File: src/include/iop_pkg.sv
// Shared constants for the configurable I/O port: register map, drive modes, reset values.
// Assumes a 32-bit APB register bus and one 20 MHz clock.
package iop_pkg;
  localparam int NPINS = 8;
  localparam int NPORTS = 2;
  // Drive select encodings
  typedef enum logic [2:0] {
    IOP_DM_HIZ_ANALOG = 3'h0,
    IOP_DM_HIZ_DIGITAL = 3'h1,
    IOP_DM_RES_PULLUP = 3'h2,
    IOP_DM_RES_PULLDOWN = 3'h3,
    IOP_DM_OD_LOW = 3'h4,
    IOP_DM_OD_HIGH = 3'h5,
    IOP_DM_STRONG = 3'h6,
    IOP_DM_RES_BOTH = 3'h7
  } iop_drive_t;
  // Edge selection per pin
  typedef enum logic [1:0] {
    IOP_EDGE_NONE = 2'h0,
    IOP_EDGE_RISE = 2'h1,
    IOP_EDGE_FALL = 2'h2,
    IOP_EDGE_BOTH = 2'h3
  } iop_edge_t;
  // Per-port register offsets (byte address = port base + offset)
  localparam logic [11:0] PORT_STRIDE = 12'h040;
  localparam logic [5:0] OFS_OUT_VALUE = 6'h00;
  localparam logic [5:0] OFS_PIN_LEVEL = 6'h04;
  localparam logic [5:0] OFS_DRIVE_SEL = 6'h08;
  localparam logic [5:0] OFS_BYPASS = 6'h0c;
  localparam logic [5:0] OFS_IN_ROUTE = 6'h10;
  localparam logic [5:0] OFS_EDGE_CFG = 6'h14;
  localparam logic [5:0] OFS_IRQ_STATUS = 6'h18;
  localparam logic [5:0] OFS_IRQ_MASK = 6'h1c;
  localparam logic [5:0] OFS_SLEW = 6'h20;
  localparam logic [5:0] OFS_REGULATED = 6'h24;
  localparam logic [5:0] OFS_RESET_STATE = 6'h28;
  localparam logic [5:0] OFS_PIN_ACCESS = 6'h2c;
  // Per-pin access word: [2:0] drive, [3] out, [4] bypass, [5] in route, [7:6] edge, [8] slew
  localparam int PA_DRIVE_LSB = 0;
  localparam int PA_OUT_BIT = 3;
  localparam int PA_BYPASS_BIT = 4;
  localparam int PA_ROUTE_BIT = 5;
  localparam int PA_EDGE_LSB = 6;
  localparam int PA_SLEW_BIT = 8;
  localparam int PA_SEL_LSB = 16;
  // Values after reset
  localparam logic [2:0] DRIVE_RESET = 3'h1;
  localparam logic [7:0] OUT_RESET = 8'h00;
endpackage

File: src/include/iop_pin_if.sv
// Carrier between the port top and its per-port pin drive and edge logic.
// Assumes all signals in the ref_clk domain.
`timescale 1ns/1ps
interface iop_pin_if #(parameter int N = 8);
  logic [N-1:0] out_val;    // Selected output value
  logic [3*N-1:0] drive;    // Drive select per pin
  logic [N-1:0] regulated;  // Special pin regulated mode
  logic [N-1:0] usb_pin;    // Pin is usb capable
  logic [N-1:0] pin_sync;   // Synchronised pin level
  logic [2*N-1:0] edge_cfg; // Edge selection per pin
  logic [N-1:0] edge_hit;   // One-cycle edge pulse per pin
  modport ctrl (output out_val, drive, regulated, usb_pin, pin_sync, edge_cfg, input edge_hit);
  modport drv (input out_val, drive, regulated, usb_pin);
  modport det (input pin_sync, edge_cfg, output edge_hit);
endinterface

File: src/logic/iop_drive.sv
// Per-pin output driver: turns drive select and output value into pad controls.
// Assumes pad resolves strong/resistive enables; inputs are registered except fabric output in bypass.
`timescale 1ns/1ps
module iop_drive #(
  parameter int N = 8
) (
  iop_pin_if.drv pif,                // Pin controls
  output logic [N-1:0] pad_out,      // Level driven on pad
  output logic [N-1:0] pad_oe,       // Strong drive enable
  output logic [N-1:0] pad_pu,       // Resistive pull-up enable
  output logic [N-1:0] pad_pd        // Resistive pull-down enable
);
  // One decoder per pin
  for (genvar i = 0; i < N; i++) begin : g_pin
    iop_pkg::iop_drive_t dm;
    logic v;
    assign dm = iop_pkg::iop_drive_t'(pif.usb_pin[i] ? iop_pkg::IOP_DM_STRONG : pif.drive[3*i +: 3]);
    assign v = pif.out_val[i];
    always_comb begin
      pad_out[i] = v;
      pad_oe[i] = 1'b0;
      pad_pu[i] = 1'b0;
      pad_pd[i] = 1'b0;
      unique case (dm)
        iop_pkg::IOP_DM_HIZ_ANALOG, iop_pkg::IOP_DM_HIZ_DIGITAL: pad_oe[i] = 1'b0;
        iop_pkg::IOP_DM_RES_PULLUP: begin
          pad_oe[i] = ~v;
          pad_pu[i] = v & ~pif.regulated[i];
        end
        iop_pkg::IOP_DM_RES_PULLDOWN: begin
          pad_oe[i] = v;
          pad_pd[i] = ~v & ~pif.regulated[i];
        end
        iop_pkg::IOP_DM_OD_LOW: pad_oe[i] = ~v;
        iop_pkg::IOP_DM_OD_HIGH: pad_oe[i] = v;
        iop_pkg::IOP_DM_STRONG: pad_oe[i] = 1'b1;
        iop_pkg::IOP_DM_RES_BOTH: begin
          pad_pu[i] = v & ~pif.regulated[i];
          pad_pd[i] = ~v & ~pif.regulated[i];
        end
      endcase
    end
  end
endmodule

File: src/logic/iop_edge.sv
// Per-pin edge detector on synchronised pin levels.
// Assumes pin_sync already passed a two-flop synchroniser.
`timescale 1ns/1ps
module iop_edge #(
  parameter int N = 8
) (
  input wire logic ref_clk,  // System clock
  input wire logic rst,      // Synchronous reset, active high
  iop_pin_if.det pif         // Level in, edge pulses out
);
  logic [N-1:0] prev_q;
  // Previous level; tracks the pin through reset so no false edge follows it
  always_ff @(posedge ref_clk) begin
    prev_q <= pif.pin_sync;
  end
  // Rise, fall or both, per pin
  for (genvar i = 0; i < N; i++) begin : g_pin
    logic rise, fall;
    assign rise = pif.pin_sync[i] & ~prev_q[i];
    assign fall = ~pif.pin_sync[i] & prev_q[i];
    assign pif.edge_hit[i] = (pif.edge_cfg[2*i] & rise) | (pif.edge_cfg[2*i+1] & fall);
  end
endmodule

File: src/logic/iop_port.sv
// Configurable I/O ports: APB registers, per-pin drive, input capture and edge interrupts.
// Assumes an APB master on ref_clk and asynchronous pad inputs.
// Functional notes
// - Three-bit drive select for every pin
// - Output from fabric in bypass, else register
// - Pin level always captured; fabric gated
// - Modes 000 and 001 leave pin undriven
// - 010 resistive high/strong low; 011 reverse
// - Mode 100 open drain driving low
// - Mode 101 open drain driving high
// - Mode 111 resistive high and low
// - No resistive modes in regulated mode
// - Rising, falling or both edge interrupts
// - One interrupt output per port
// - Separate pin level and output registers
// - Whole-port and per-pin register access
// - Drive modes reset to fixed 001, not loaded from reset setting
// - Slew-rate control per pin
// - Usb capable pins push-pull only
// - Pins usable as input and output
`timescale 1ns/1ps
module iop_port #(
  parameter int N = iop_pkg::NPINS,
  parameter int P = iop_pkg::NPORTS,
  parameter logic [N-1:0] USB_PINS = '0
) (
  input wire logic ref_clk,              // System clock, 20 MHz
  input wire logic rst,                  // Synchronous reset, active high
  input wire logic psel,                 // APB select
  input wire logic penable,              // APB enable
  input wire logic pwrite,               // APB direction
  input wire logic [11:0] paddr,         // APB byte address
  input wire logic [31:0] pwdata,        // APB write data
  output logic [31:0] prdata,            // APB read data
  output logic pready,                   // APB ready
  output logic pslverr,                  // APB error
  input wire logic [P*N-1:0] pad_in,     // Asynchronous pad levels
  output logic [P*N-1:0] pad_out,        // Pad output level
  output logic [P*N-1:0] pad_oe,         // Strong drive enable
  output logic [P*N-1:0] pad_pu,         // Resistive pull-up
  output logic [P*N-1:0] pad_pd,         // Resistive pull-down
  output logic [P*N-1:0] pad_slew,       // Slew-limited drive
  input wire logic [P*N-1:0] fabric_out, // Routing fabric output values
  output logic [P*N-1:0] fabric_in,      // Pin levels to routing fabric
  output logic [P-1:0] port_irq          // Per-port interrupt, level
);
  logic wr_en, rd_en, hit;
  logic [31:0] rd_d;
  logic [31:0] prdata_q;        // Read word held through the access phase
  logic [P-1:0][31:0] port_rd;  // Readback word of each port
  logic [5:0] ofs;
  logic [11:0] port_sel;
  assign ofs = paddr[5:0];
  assign port_sel = paddr / iop_pkg::PORT_STRIDE;
  assign hit = (port_sel < 12'(P)) && (paddr[1:0] == 2'h0) && (ofs <= iop_pkg::OFS_PIN_ACCESS);
  assign wr_en = psel & penable & pwrite & hit;
  // Read word is captured in the setup phase
  assign rd_en = psel & ~penable & ~pwrite;
  // Zero-wait APB; unmapped answers with error
  assign pready = 1'b1;
  assign pslverr = psel & penable & ~hit;

  logic [P*N-1:0] s1_q, s2_q;
  // Two-flop synchroniser, first stage; no reset so it tracks the pin
  always_ff @(posedge ref_clk) begin
    s1_q <= pad_in;
  end

  // Second stage; keeps idle-high pins from showing a false edge after reset
  always_ff @(posedge ref_clk) begin
    s2_q <= s1_q;
  end

  for (genvar p = 0; p < P; p++) begin : g_port
    logic [N-1:0] out_q;      // Port output value
    logic [N-1:0] byp_q;      // Fabric bypass per pin
    logic [N-1:0] route_q;    // Pin level to fabric enable
    logic [N-1:0] slew_q;     // Slew-limited drive
    logic [N-1:0] reg_q;      // Regulated special pin mode
    logic [N-1:0] st_q;       // Sticky edge pending flags
    logic [N-1:0] msk_q;      // Interrupt mask
    logic [N-1:0] lvl_q;      // Captured pin level
    logic [3*N-1:0] dm_q;     // Drive select per pin
    logic [3*N-1:0] rst_dm_q; // Programmed reset drive setting
    logic [2*N-1:0] edge_q;   // Edge selection per pin
    logic sel;                // Write to this port
    logic pin_wr;             // Per-pin access write to this port
    logic [N-1:0] pin_mask;   // One-hot pin of a per-pin write
    logic [31:0] rd_w;        // Readback word of this port
    iop_pin_if #(.N(N)) pif ();
    assign sel = wr_en && (port_sel == 12'(p));
    assign pin_wr = sel && (ofs == iop_pkg::OFS_PIN_ACCESS);
    assign pin_mask = N'(1) << pwdata[iop_pkg::PA_SEL_LSB +: 3];

    // Output value: whole port or one pin
    always_ff @(posedge ref_clk) begin
      if (rst) begin
        out_q <= N'(iop_pkg::OUT_RESET);
      end else if (sel && ofs == iop_pkg::OFS_OUT_VALUE) begin
        out_q <= pwdata[N-1:0];
      end else if (pin_wr) begin
        out_q <= (out_q & ~pin_mask) | ({N{pwdata[iop_pkg::PA_OUT_BIT]}} & pin_mask);
      end
    end

    // Drive select: whole port or one pin's field
    always_ff @(posedge ref_clk) begin
      if (rst) begin
        dm_q <= {N{iop_pkg::DRIVE_RESET}};
      end else if (sel && ofs == iop_pkg::OFS_DRIVE_SEL) begin
        dm_q <= pwdata[3*N-1:0];
      end else if (pin_wr) begin
        for (int i = 0; i < N; i++) begin
          if (pin_mask[i]) begin
            dm_q[3*i +: 3] <= pwdata[iop_pkg::PA_DRIVE_LSB +: 3];
          end
        end
      end
    end

    // Fabric bypass of the output value
    always_ff @(posedge ref_clk) begin
      if (rst) begin
        byp_q <= '0;
      end else if (sel && ofs == iop_pkg::OFS_BYPASS) begin
        byp_q <= pwdata[N-1:0];
      end else if (pin_wr) begin
        byp_q <= (byp_q & ~pin_mask) | ({N{pwdata[iop_pkg::PA_BYPASS_BIT]}} & pin_mask);
      end
    end

    // Pin level routing to the fabric
    always_ff @(posedge ref_clk) begin
      if (rst) begin
        route_q <= '0;
      end else if (sel && ofs == iop_pkg::OFS_IN_ROUTE) begin
        route_q <= pwdata[N-1:0];
      end else if (pin_wr) begin
        route_q <= (route_q & ~pin_mask) | ({N{pwdata[iop_pkg::PA_ROUTE_BIT]}} & pin_mask);
      end
    end

    // Edge selection, two bits per pin
    always_ff @(posedge ref_clk) begin
      if (rst) begin
        edge_q <= '0;
      end else if (sel && ofs == iop_pkg::OFS_EDGE_CFG) begin
        edge_q <= pwdata[2*N-1:0];
      end else if (pin_wr) begin
        for (int i = 0; i < N; i++) begin
          if (pin_mask[i]) begin
            edge_q[2*i +: 2] <= pwdata[iop_pkg::PA_EDGE_LSB +: 2];
          end
        end
      end
    end

    // Interrupt mask, whole port only
    always_ff @(posedge ref_clk) begin
      if (rst) begin
        msk_q <= '0;
      end else if (sel && ofs == iop_pkg::OFS_IRQ_MASK) begin
        msk_q <= pwdata[N-1:0];
      end
    end

    // Slew-limited drive per pin
    always_ff @(posedge ref_clk) begin
      if (rst) begin
        slew_q <= '0;
      end else if (sel && ofs == iop_pkg::OFS_SLEW) begin
        slew_q <= pwdata[N-1:0];
      end else if (pin_wr) begin
        slew_q <= (slew_q & ~pin_mask) | ({N{pwdata[iop_pkg::PA_SLEW_BIT]}} & pin_mask);
      end
    end

    // Regulated output mode of special pins
    always_ff @(posedge ref_clk) begin
      if (rst) begin
        reg_q <= '0;
      end else if (sel && ofs == iop_pkg::OFS_REGULATED) begin
        reg_q <= pwdata[N-1:0];
      end
    end

    // Programmable reset drive setting; not cleared by reset so it survives it
    always_ff @(posedge ref_clk) begin
      if (sel && ofs == iop_pkg::OFS_RESET_STATE) begin
        rst_dm_q <= pwdata[3*N-1:0];
      end
    end

    // Pin level register, separate from output value
    always_ff @(posedge ref_clk) begin
      if (rst) begin
        lvl_q <= '0;
      end else begin
        lvl_q <= s2_q[p*N +: N];
      end
    end

    // Sticky pending flags; set wins over write-one clear
    always_ff @(posedge ref_clk) begin
      if (rst) begin
        st_q <= '0;
      end else begin
        st_q <= (st_q & ~((sel && ofs == iop_pkg::OFS_IRQ_STATUS) ? pwdata[N-1:0] : '0))
                | pif.edge_hit;
      end
    end

    assign pif.out_val = (byp_q & fabric_out[p*N +: N]) | (~byp_q & out_q);
    assign pif.drive = dm_q;
    assign pif.regulated = reg_q;
    assign pif.usb_pin = USB_PINS;
    assign pif.pin_sync = s2_q[p*N +: N];
    assign pif.edge_cfg = edge_q;
    assign fabric_in[p*N +: N] = lvl_q & route_q;
    assign pad_slew[p*N +: N] = slew_q & ~USB_PINS;
    assign port_irq[p] = |(st_q & msk_q);

    // Readback word of this port; pin level kept apart from output value
    always_comb begin
      rd_w = '0;
      unique case (ofs)
        iop_pkg::OFS_OUT_VALUE: rd_w[N-1:0] = out_q;
        iop_pkg::OFS_PIN_LEVEL: rd_w[N-1:0] = lvl_q;
        iop_pkg::OFS_DRIVE_SEL: rd_w[3*N-1:0] = dm_q;
        iop_pkg::OFS_BYPASS: rd_w[N-1:0] = byp_q;
        iop_pkg::OFS_IN_ROUTE: rd_w[N-1:0] = route_q;
        iop_pkg::OFS_EDGE_CFG: rd_w[2*N-1:0] = edge_q;
        iop_pkg::OFS_IRQ_STATUS: rd_w[N-1:0] = st_q;
        iop_pkg::OFS_IRQ_MASK: rd_w[N-1:0] = msk_q;
        iop_pkg::OFS_SLEW: rd_w[N-1:0] = slew_q;
        iop_pkg::OFS_REGULATED: rd_w[N-1:0] = reg_q;
        iop_pkg::OFS_RESET_STATE: rd_w[3*N-1:0] = rst_dm_q;
        default: ;
      endcase
    end
    assign port_rd[p] = rd_w;

    iop_drive #(.N(N)) u_drive (
      .pif(pif.drv),
      .pad_out(pad_out[p*N +: N]),
      .pad_oe(pad_oe[p*N +: N]),
      .pad_pu(pad_pu[p*N +: N]),
      .pad_pd(pad_pd[p*N +: N])
    );
    iop_edge #(.N(N)) u_edge (
      .ref_clk(ref_clk),
      .rst(rst),
      .pif(pif.det)
    );
  end

  // Select the addressed port's word
  always_comb begin
    rd_d = '0;
    for (int p = 0; p < P; p++) begin
      if (port_sel == 12'(p)) begin
        rd_d = port_rd[p];
      end
    end
  end

  // Read data taken in the setup phase, stands through the access phase
  always_ff @(posedge ref_clk) begin
    if (rst) begin
      prdata_q <= '0;
    end else if (rd_en) begin
      prdata_q <= rd_d;
    end
  end
  assign prdata = prdata_q;
endmodule

File: config.mk
export PLATFORM = sky130hd
export DESIGN_NAME = iop_port
export DESIGN_NICKNAME = d
export VERILOG_FILES = /design/src/include/iop_pkg.sv /design/src/include/iop_pin_if.sv /design/src/logic/iop_drive.sv /design/src/logic/iop_edge.sv /design/src/logic/iop_port.sv
export SDC_FILE = /design/constraint.sdc
export NUM_CORES = 1
export LEC_CHECK = 0
export ABC_AREA = 1
export BUFFER_PORTS_ARGS = -buffer_cell sky130_fd_sc_hd__buf_2
export CAP_MARGIN = 0
export CORE_MARGIN = 2
export CORE_UTILIZATION = 40
export CTS_BUF_LIST = sky130_fd_sc_hd__clkbuf_8
export DETAILED_ROUTE_END_ITERATION = 16
export GPL_TIMING_DRIVEN = 0
export PLACE_DENSITY = 0.55
export SKIP_CTS_REPAIR_TIMING = 1
export SLEW_MARGIN = 10
export SYNTH_ARGS = -nofsm -noshare
export SYNTH_HDL_FRONTEND = slang
export SYNTH_SLANG_ARGS = --single-unit
File: constraint.sdc
create_clock -name ref_clk -period 3 [get_ports ref_clk]
set_input_delay 0 -clock ref_clk [delete_from_list [all_inputs] [get_ports ref_clk]]
set_output_delay 0 -clock ref_clk [all_outputs]
set_load 0.05 [all_outputs]
### Word-level counts from Yosys, hierarchy flattened

Cells that the tools add are included.
W data, S select, Z words.

* register bits after elaboration: 336
* input bits: 81
* logic and storage cells: 659
* output and inout bits: 132

* magnitude comparators: 2
* equality and inequality tests: 108
* shifts and indexed selects: 1
* multiplexer cells: 98
* bitwise logic cells: 224
* reduce and logical (&&, ||, !) cells: 171

Operators with widths (number)
* $eq A3 B3 Y1 const B: 64
* $and A8 B8 Y8: 22
* $pmux W8 S11: 2
* $mux W24: 6
* $mux W8: 18
* $reduce_or A2 Y1: 64
* $and A1 B1 Y1: 102
* $eq A3 B2 Y1 const B: 32
* $or A8 B8 Y8: 12
* $reduce_bool A2 Y1: 44
* $not A1 Y1: 67
* $mux W16: 4
* $reduce_and A2 Y1: 32
* $pmux W1 S3: 16
* $pmux W8 S3: 2
* $not A8 Y8: 5
* $mux W1: 32
* $pmux W8 S2: 2
* $logic_and A1 B1 Y1: 26
* $eq A6 B5 Y1 const B: 4
* $eq A6 B6 Y1 const B: 4
* $mux W3: 8
* $mux W2: 8
* $or A1 B1 Y1: 16
* 10 further kinds: 12

### Logic depth before layout (Yosys ltp)

* depth after elaboration: 10
* mapped depth: 13
* gate-level depth less buffers: 12

### Hierarchy

A second synthesis with hierarchy kept.

* cells, all modules: 2564
* area total of the unflattened synthesis: 17342.9 um2

By module, submodules not included
* iop_port: cells an instance 2164, area an instance 15183.3 um2, times used 1
* iop_drive: cells an instance 152, area an instance 749.5 um2, times used 2
* iop_edge: cells an instance 48, area an instance 330.3 um2, times used 2

### Worst setup path after synthesis

No wires, ideal clock.

* path type: register to output
* start point: register with a tool-made name
* end point: output pad_pu[10]
* stages on the path, launching flop included: 4
* arrival time: 3.281 ns
* path slack: -0.281 ns
* cell sequence: dfxtp_1 -> inv_1 -> o21ai_0 -> nor4b_1

RTL lines
* end: declaration: RTL line iop_port.sv:40 `output logic [P*N-1:0] pad_pu,`

==> results.txt <==
----------------------------------------------------
[Detailed routing]
  Final Routed Wirelength ... 83520 µm
  Average wire length per cell after detail routing ... roughly 25 µm
  Violation count after the first detailed-route iteration ... 2439
  Detail Route Antenna Nets ... 0
  Detailed-route DRC error count ... 0
  Total via count in the routed design ... 18480
  First-pass iteration count of the detailed router ... 6
  Number of vias per cell after detailed routing ... 5.636

[Pwr]
  Design internal power ... 6.987 mW
  Switching fraction of total power ... 27.27%
  PD cells ... 486.5 mW/mm²
  Clk network pwr share ... 45.1%
  Reported net switching power ... 2.620 mW
  Peak supply drop ... ~0.37 mV
  Sequential Power Share ... 47.4%
  Cell leakage power ... 9.180 nW
  Combinational share of power ... 7.5%

[STA]
  Tightest hold margin ... -0.008096 ns
  Max Clock Freq ... 0.3477 GHz
  Final cycle utilization of the critical path ... between 90% and 100%
  RSZ-0062 raised after global routing ... false
  Final Max Slew Viols ... 0
  Worst-Margin Slew ... ~1.2 ns
  Skew final ... 0.03219 ns
  Worst slew slack as a fraction of its limit ... 18.80%
  Total setup violations reported at the end of the flow ... 0
  Post-route minimum period ... 2.876 ns
  Number of failing hold endpoints at the final stage ... 2

[Synthesis]
  Fraction of synthesis flops using an asynchronous set or reset pin ... 0%
  Area contributors post-synth ... sky130_fd_sc_hd__dfxtp_1, sky130_fd_sc_hd__nand2_1, sky130_fd_sc_hd__edfxtp_1
  Synthesized netlist cell count ... roughly 2400
  Sequential element share of the synthesized area ... between 40% and 50%
  Yosys Warn Count ... 0
  Area share of the largest cell type after synthesis ... between 30% and 40%
  #FFs+latches synth ... 328
  Post-synthesis instance area ... between 0.015 and 0.02 mm²
  Count of flip-flops with a built-in enable after synthesis ... 48
  Synth cell types ... 40
  Post-synthesis cell type with the largest combined area ... sky130_fd_sc_hd__dfxtp_1
  Main synth FF type ... sky130_fd_sc_hd__dfxtp_1
  Post-Synthesis Mean Instance Area ... 6.812 µm²

[Floorplanning]
  Chip Height ... around 200 µm
  Effective utilization at floorplan ... 40.69%
  I/O Pins ... roughly 210
  Die footprint ... around 0.042 mm²
  FP Rows ... between 70 and 80
  Die span in x ... a little over 200 µm
  Core Area ... ~0.04 mm²

[Setup path]
  Worst-case register-to-register setup slack ... between 1 and 1.5 ns
  Startpoint kind of the worst setup timing path ... register
  Endpoint arrival time on the critical path ... 2.88 ns
  Capture instance of the worst register-to-register path ... prdata[2]$_SDFFE_PP0P_
  Worst R2R Path Depth ... 8
  Nature of the critical path endpoint ... primary output
  Required time reported for the critical path endpoint ... roughly 3.0 ns
  Worst r2r src ... g_port[1].rst_dm_q[2]$_DFFE_PP_
  Setup Crit Path Kind ... reg -> out
  CP max FO ... 4

[GRT]
  Pin count of the biggest net entering global routing ... 25
  Most Used Layer, Global Route ... met2
  First-pass GRT wire length ... 115800 µm
  Met3 global-route usage ... 6.398%
  GR Util All Layers ... 38.70%
  Via count of the first global-routing pass ... 16620
  Global-route met1 utilization ... 52.82%
  Initial antenna violation count ... 2
  Global route overflow ... 0
  GRT met2 Usage ... 58.24%

[Layout]
  Finished Core Util ... 49.47%
  Count of placed standard cells in the final layout, fillers left out ... 3279
  Growth of design area from synthesis to finish ... 21.59%
  Number of fill cells ... 4132
  Number of nets in the layout ... approximately 2800
  Fraction of layout cells with a size suffix above 1 ... between 10% and 20%
  # diodes ... 0

[Place]
  HPWL reported at the end of detailed placement ... approximately 62000 µm
  Buffers on Ports ... between 150 and 200
  Final GP Congestion ... 0.9608
  Placed cell count ... 3110

[Hold path]
  Beginning of the worst hold path ... paddr[10]
  Hold Path Stages ... 7
  Worst hold endpoint ... prdata[13]$_SDFFE_PP0P_
  HP Class ... in -> reg

[Clock network]
  Number of CTS-inserted buffers ... slightly below 60
  Largest buffer count on any clock path ... 3
  TritonCTS clock tree ... done
  Clock Sinks ... 328
  H-tree depth ... 2
  Cell at the root of the clock tree ... sky130_fd_sc_hd__clkbuf_8
  Insertion delay of the later-clocked pin in the worst-skew pair ... 0.70 ns
  Clock transition at the registers of the reported paths ... 0.07 ns

[Outcome]
  Status ... complete, but fails checks
  Violations in the final reports ... negative hold slack

[Flow run]
  Number of maximum-capacitance constraint violations ... 0

----------------------------------------------------
## how the worst max path moves through the flow
| stage | startpoint | endpoint | slack, ns | cells after the start |
|---|---|---|---|---|
| 4_1_cts | register | pad_oe[4] | 0.20 | 6 |
| 6_report | register | pad_oe[4] | 0.12 | 6 |
| 3_3_place_gp | paddr[1] | g_port[1].rst_dm_q[10]$_DFFE_PP_ | -0.83 | 8 |
| 2_1_floorplan | register | pad_pu[9] | 0.10 | 4 |
| 3_5_place_dp | paddr[1] | g_port[1].rst_dm_q[1]$_DFFE_PP_ | 0.32 | 8 |
| 5_1_grt | register | pad_oe[4] | 0.18 | 6 |
## power by group through the flow
stage / sequential, mW / clock (mW) / combinational [mW]
floorplan: 4.69 / 0 / 0.263
global placement: 4.65 / 0 / 0.629
detailed placement: 4.65 / 0 / 0.630
CTS: 4.55 / 4.35 / 0.632
global route: 4.56 / 4.52 / 0.742
finish: 4.55 / 4.33 / 0.719
## Yosys cell counts, types with 30 or more instances
cell type,number
sky130_fd_sc_hd__a21oi_1,219
sky130_fd_sc_hd__buf_2,31
sky130_fd_sc_hd__clkbuf_1,70
sky130_fd_sc_hd__dfxtp_1,280
sky130_fd_sc_hd__edfxtp_1,48
sky130_fd_sc_hd__inv_1,245
sky130_fd_sc_hd__nand2_1,728
sky130_fd_sc_hd__nand3_1,220
sky130_fd_sc_hd__nor2_1,186
sky130_fd_sc_hd__o211ai_1,35
sky130_fd_sc_hd__o21a_1,30
sky130_fd_sc_hd__o21ai_0,139
## layout make-up
class,instances,area (µm²),area share (%)
clock inverter,32,145.1,0.7351
timing repair buffer,254,1572,7.959
multi-input combinational,1698,7804,39.52
sequential,328,7047,35.69
inverter,247,927.1,4.696
clock buffer,77,1060,5.367
buffer,118,534.3,2.706
tap,525,656.9,3.327
## cell usage in the layout (no fill, tap or decap), types with 2 or more instances in the layout
cell	netlist	final
sky130_fd_sc_hd__a211oi_1	2	2
sky130_fd_sc_hd__a21o_1	3	3
sky130_fd_sc_hd__a21oi_1	219	219
sky130_fd_sc_hd__a221oi_1	4	4
sky130_fd_sc_hd__a22o_1	4	4
sky130_fd_sc_hd__a22oi_1	3	3
sky130_fd_sc_hd__a31oi_1	19	19
sky130_fd_sc_hd__buf_1	3	3
sky130_fd_sc_hd__buf_2	31	225
sky130_fd_sc_hd__buf_4	14	14
sky130_fd_sc_hd__clkbuf_1	70	70
sky130_fd_sc_hd__clkbuf_8	0	77
sky130_fd_sc_hd__clkinv_2	0	8
sky130_fd_sc_hd__clkinvlp_4	0	2
sky130_fd_sc_hd__conb_1	2	9
sky130_fd_sc_hd__dfxtp_1	280	280
sky130_fd_sc_hd__dlygate4sd3_1	0	60
sky130_fd_sc_hd__edfxtp_1	48	48
sky130_fd_sc_hd__inv_1	245	266
sky130_fd_sc_hd__inv_2	2	2
sky130_fd_sc_hd__nand2_1	728	728
sky130_fd_sc_hd__nand2_2	7	7
sky130_fd_sc_hd__nand3_1	220	220
sky130_fd_sc_hd__nand3_2	2	2
sky130_fd_sc_hd__nand4_1	3	3
sky130_fd_sc_hd__nor2_1	186	184
sky130_fd_sc_hd__nor2_2	6	6
sky130_fd_sc_hd__nor2_4	5	7
sky130_fd_sc_hd__nor3_1	29	29
sky130_fd_sc_hd__nor4_1	9	9
sky130_fd_sc_hd__nor4b_2	0	5
sky130_fd_sc_hd__o211ai_1	35	35
sky130_fd_sc_hd__o21a_1	30	30
sky130_fd_sc_hd__o21ai_0	139	139
sky130_fd_sc_hd__o21ai_1	7	7
sky130_fd_sc_hd__xor2_1	16	16
## worst max-delay path, stage by stage (launching register included)
cell                      delay, ns
sky130_fd_sc_hd__dfxtp_1       0.34
sky130_fd_sc_hd__inv_1         0.05
sky130_fd_sc_hd__o21ai_0       0.90
sky130_fd_sc_hd__o21ai_0       0.27
sky130_fd_sc_hd__xor2_1        0.21
sky130_fd_sc_hd__o21a_1        0.17
sky130_fd_sc_hd__buf_2         0.26
## per-layer routing
layer	share of wire (%)	vias to the layer above	routed length [µm]
met2	43	1169	35640
li1	-	8397	-
met4	5.9	0	4924
met3	11	240	8841
met1	41	8674	34110
met5	0	-	0
## per-stage QoR
stage | hold slack (ns) | setup TNS (ns) | total power [mW] | setup slack [ns] | cell area, µm²
after floorplan | 0.02772 | 0 | 4.952 | 0.1018 | 16300
after global placement | 0.1027 | -37.36 | 5.276 | -0.8274 | 17920
after detailed placement | 0.1036 | 0 | 5.278 | 0.3235 | 17940
after CTS | -0.6219 | 0 | 9.533 | 0.1999 | 19140
after global routing | 0.009769 | 0 | 9.822 | 0.1798 | 19750
final | -0.008096 | 0 | 9.606 | 0.1243 | 19750
## logic make-up (layout without fill, tap and decap cells)
group / count (synthesis) / count (layout) / synth area share, %
AOI/OAI and AO/OA: 468 / 468 / 15.94
xor gates and xnor gates: 16 / 16 / 0.8629
buffers and inverters: 365 / 728 / 8.999
and+or+nand+nor: 1205 / 1205 / 30.76
other: 2 / 9 / 0.04625
DFF: 328 / 328 / 43.39
No activity file was read; power rests on OpenSTA's default activity.
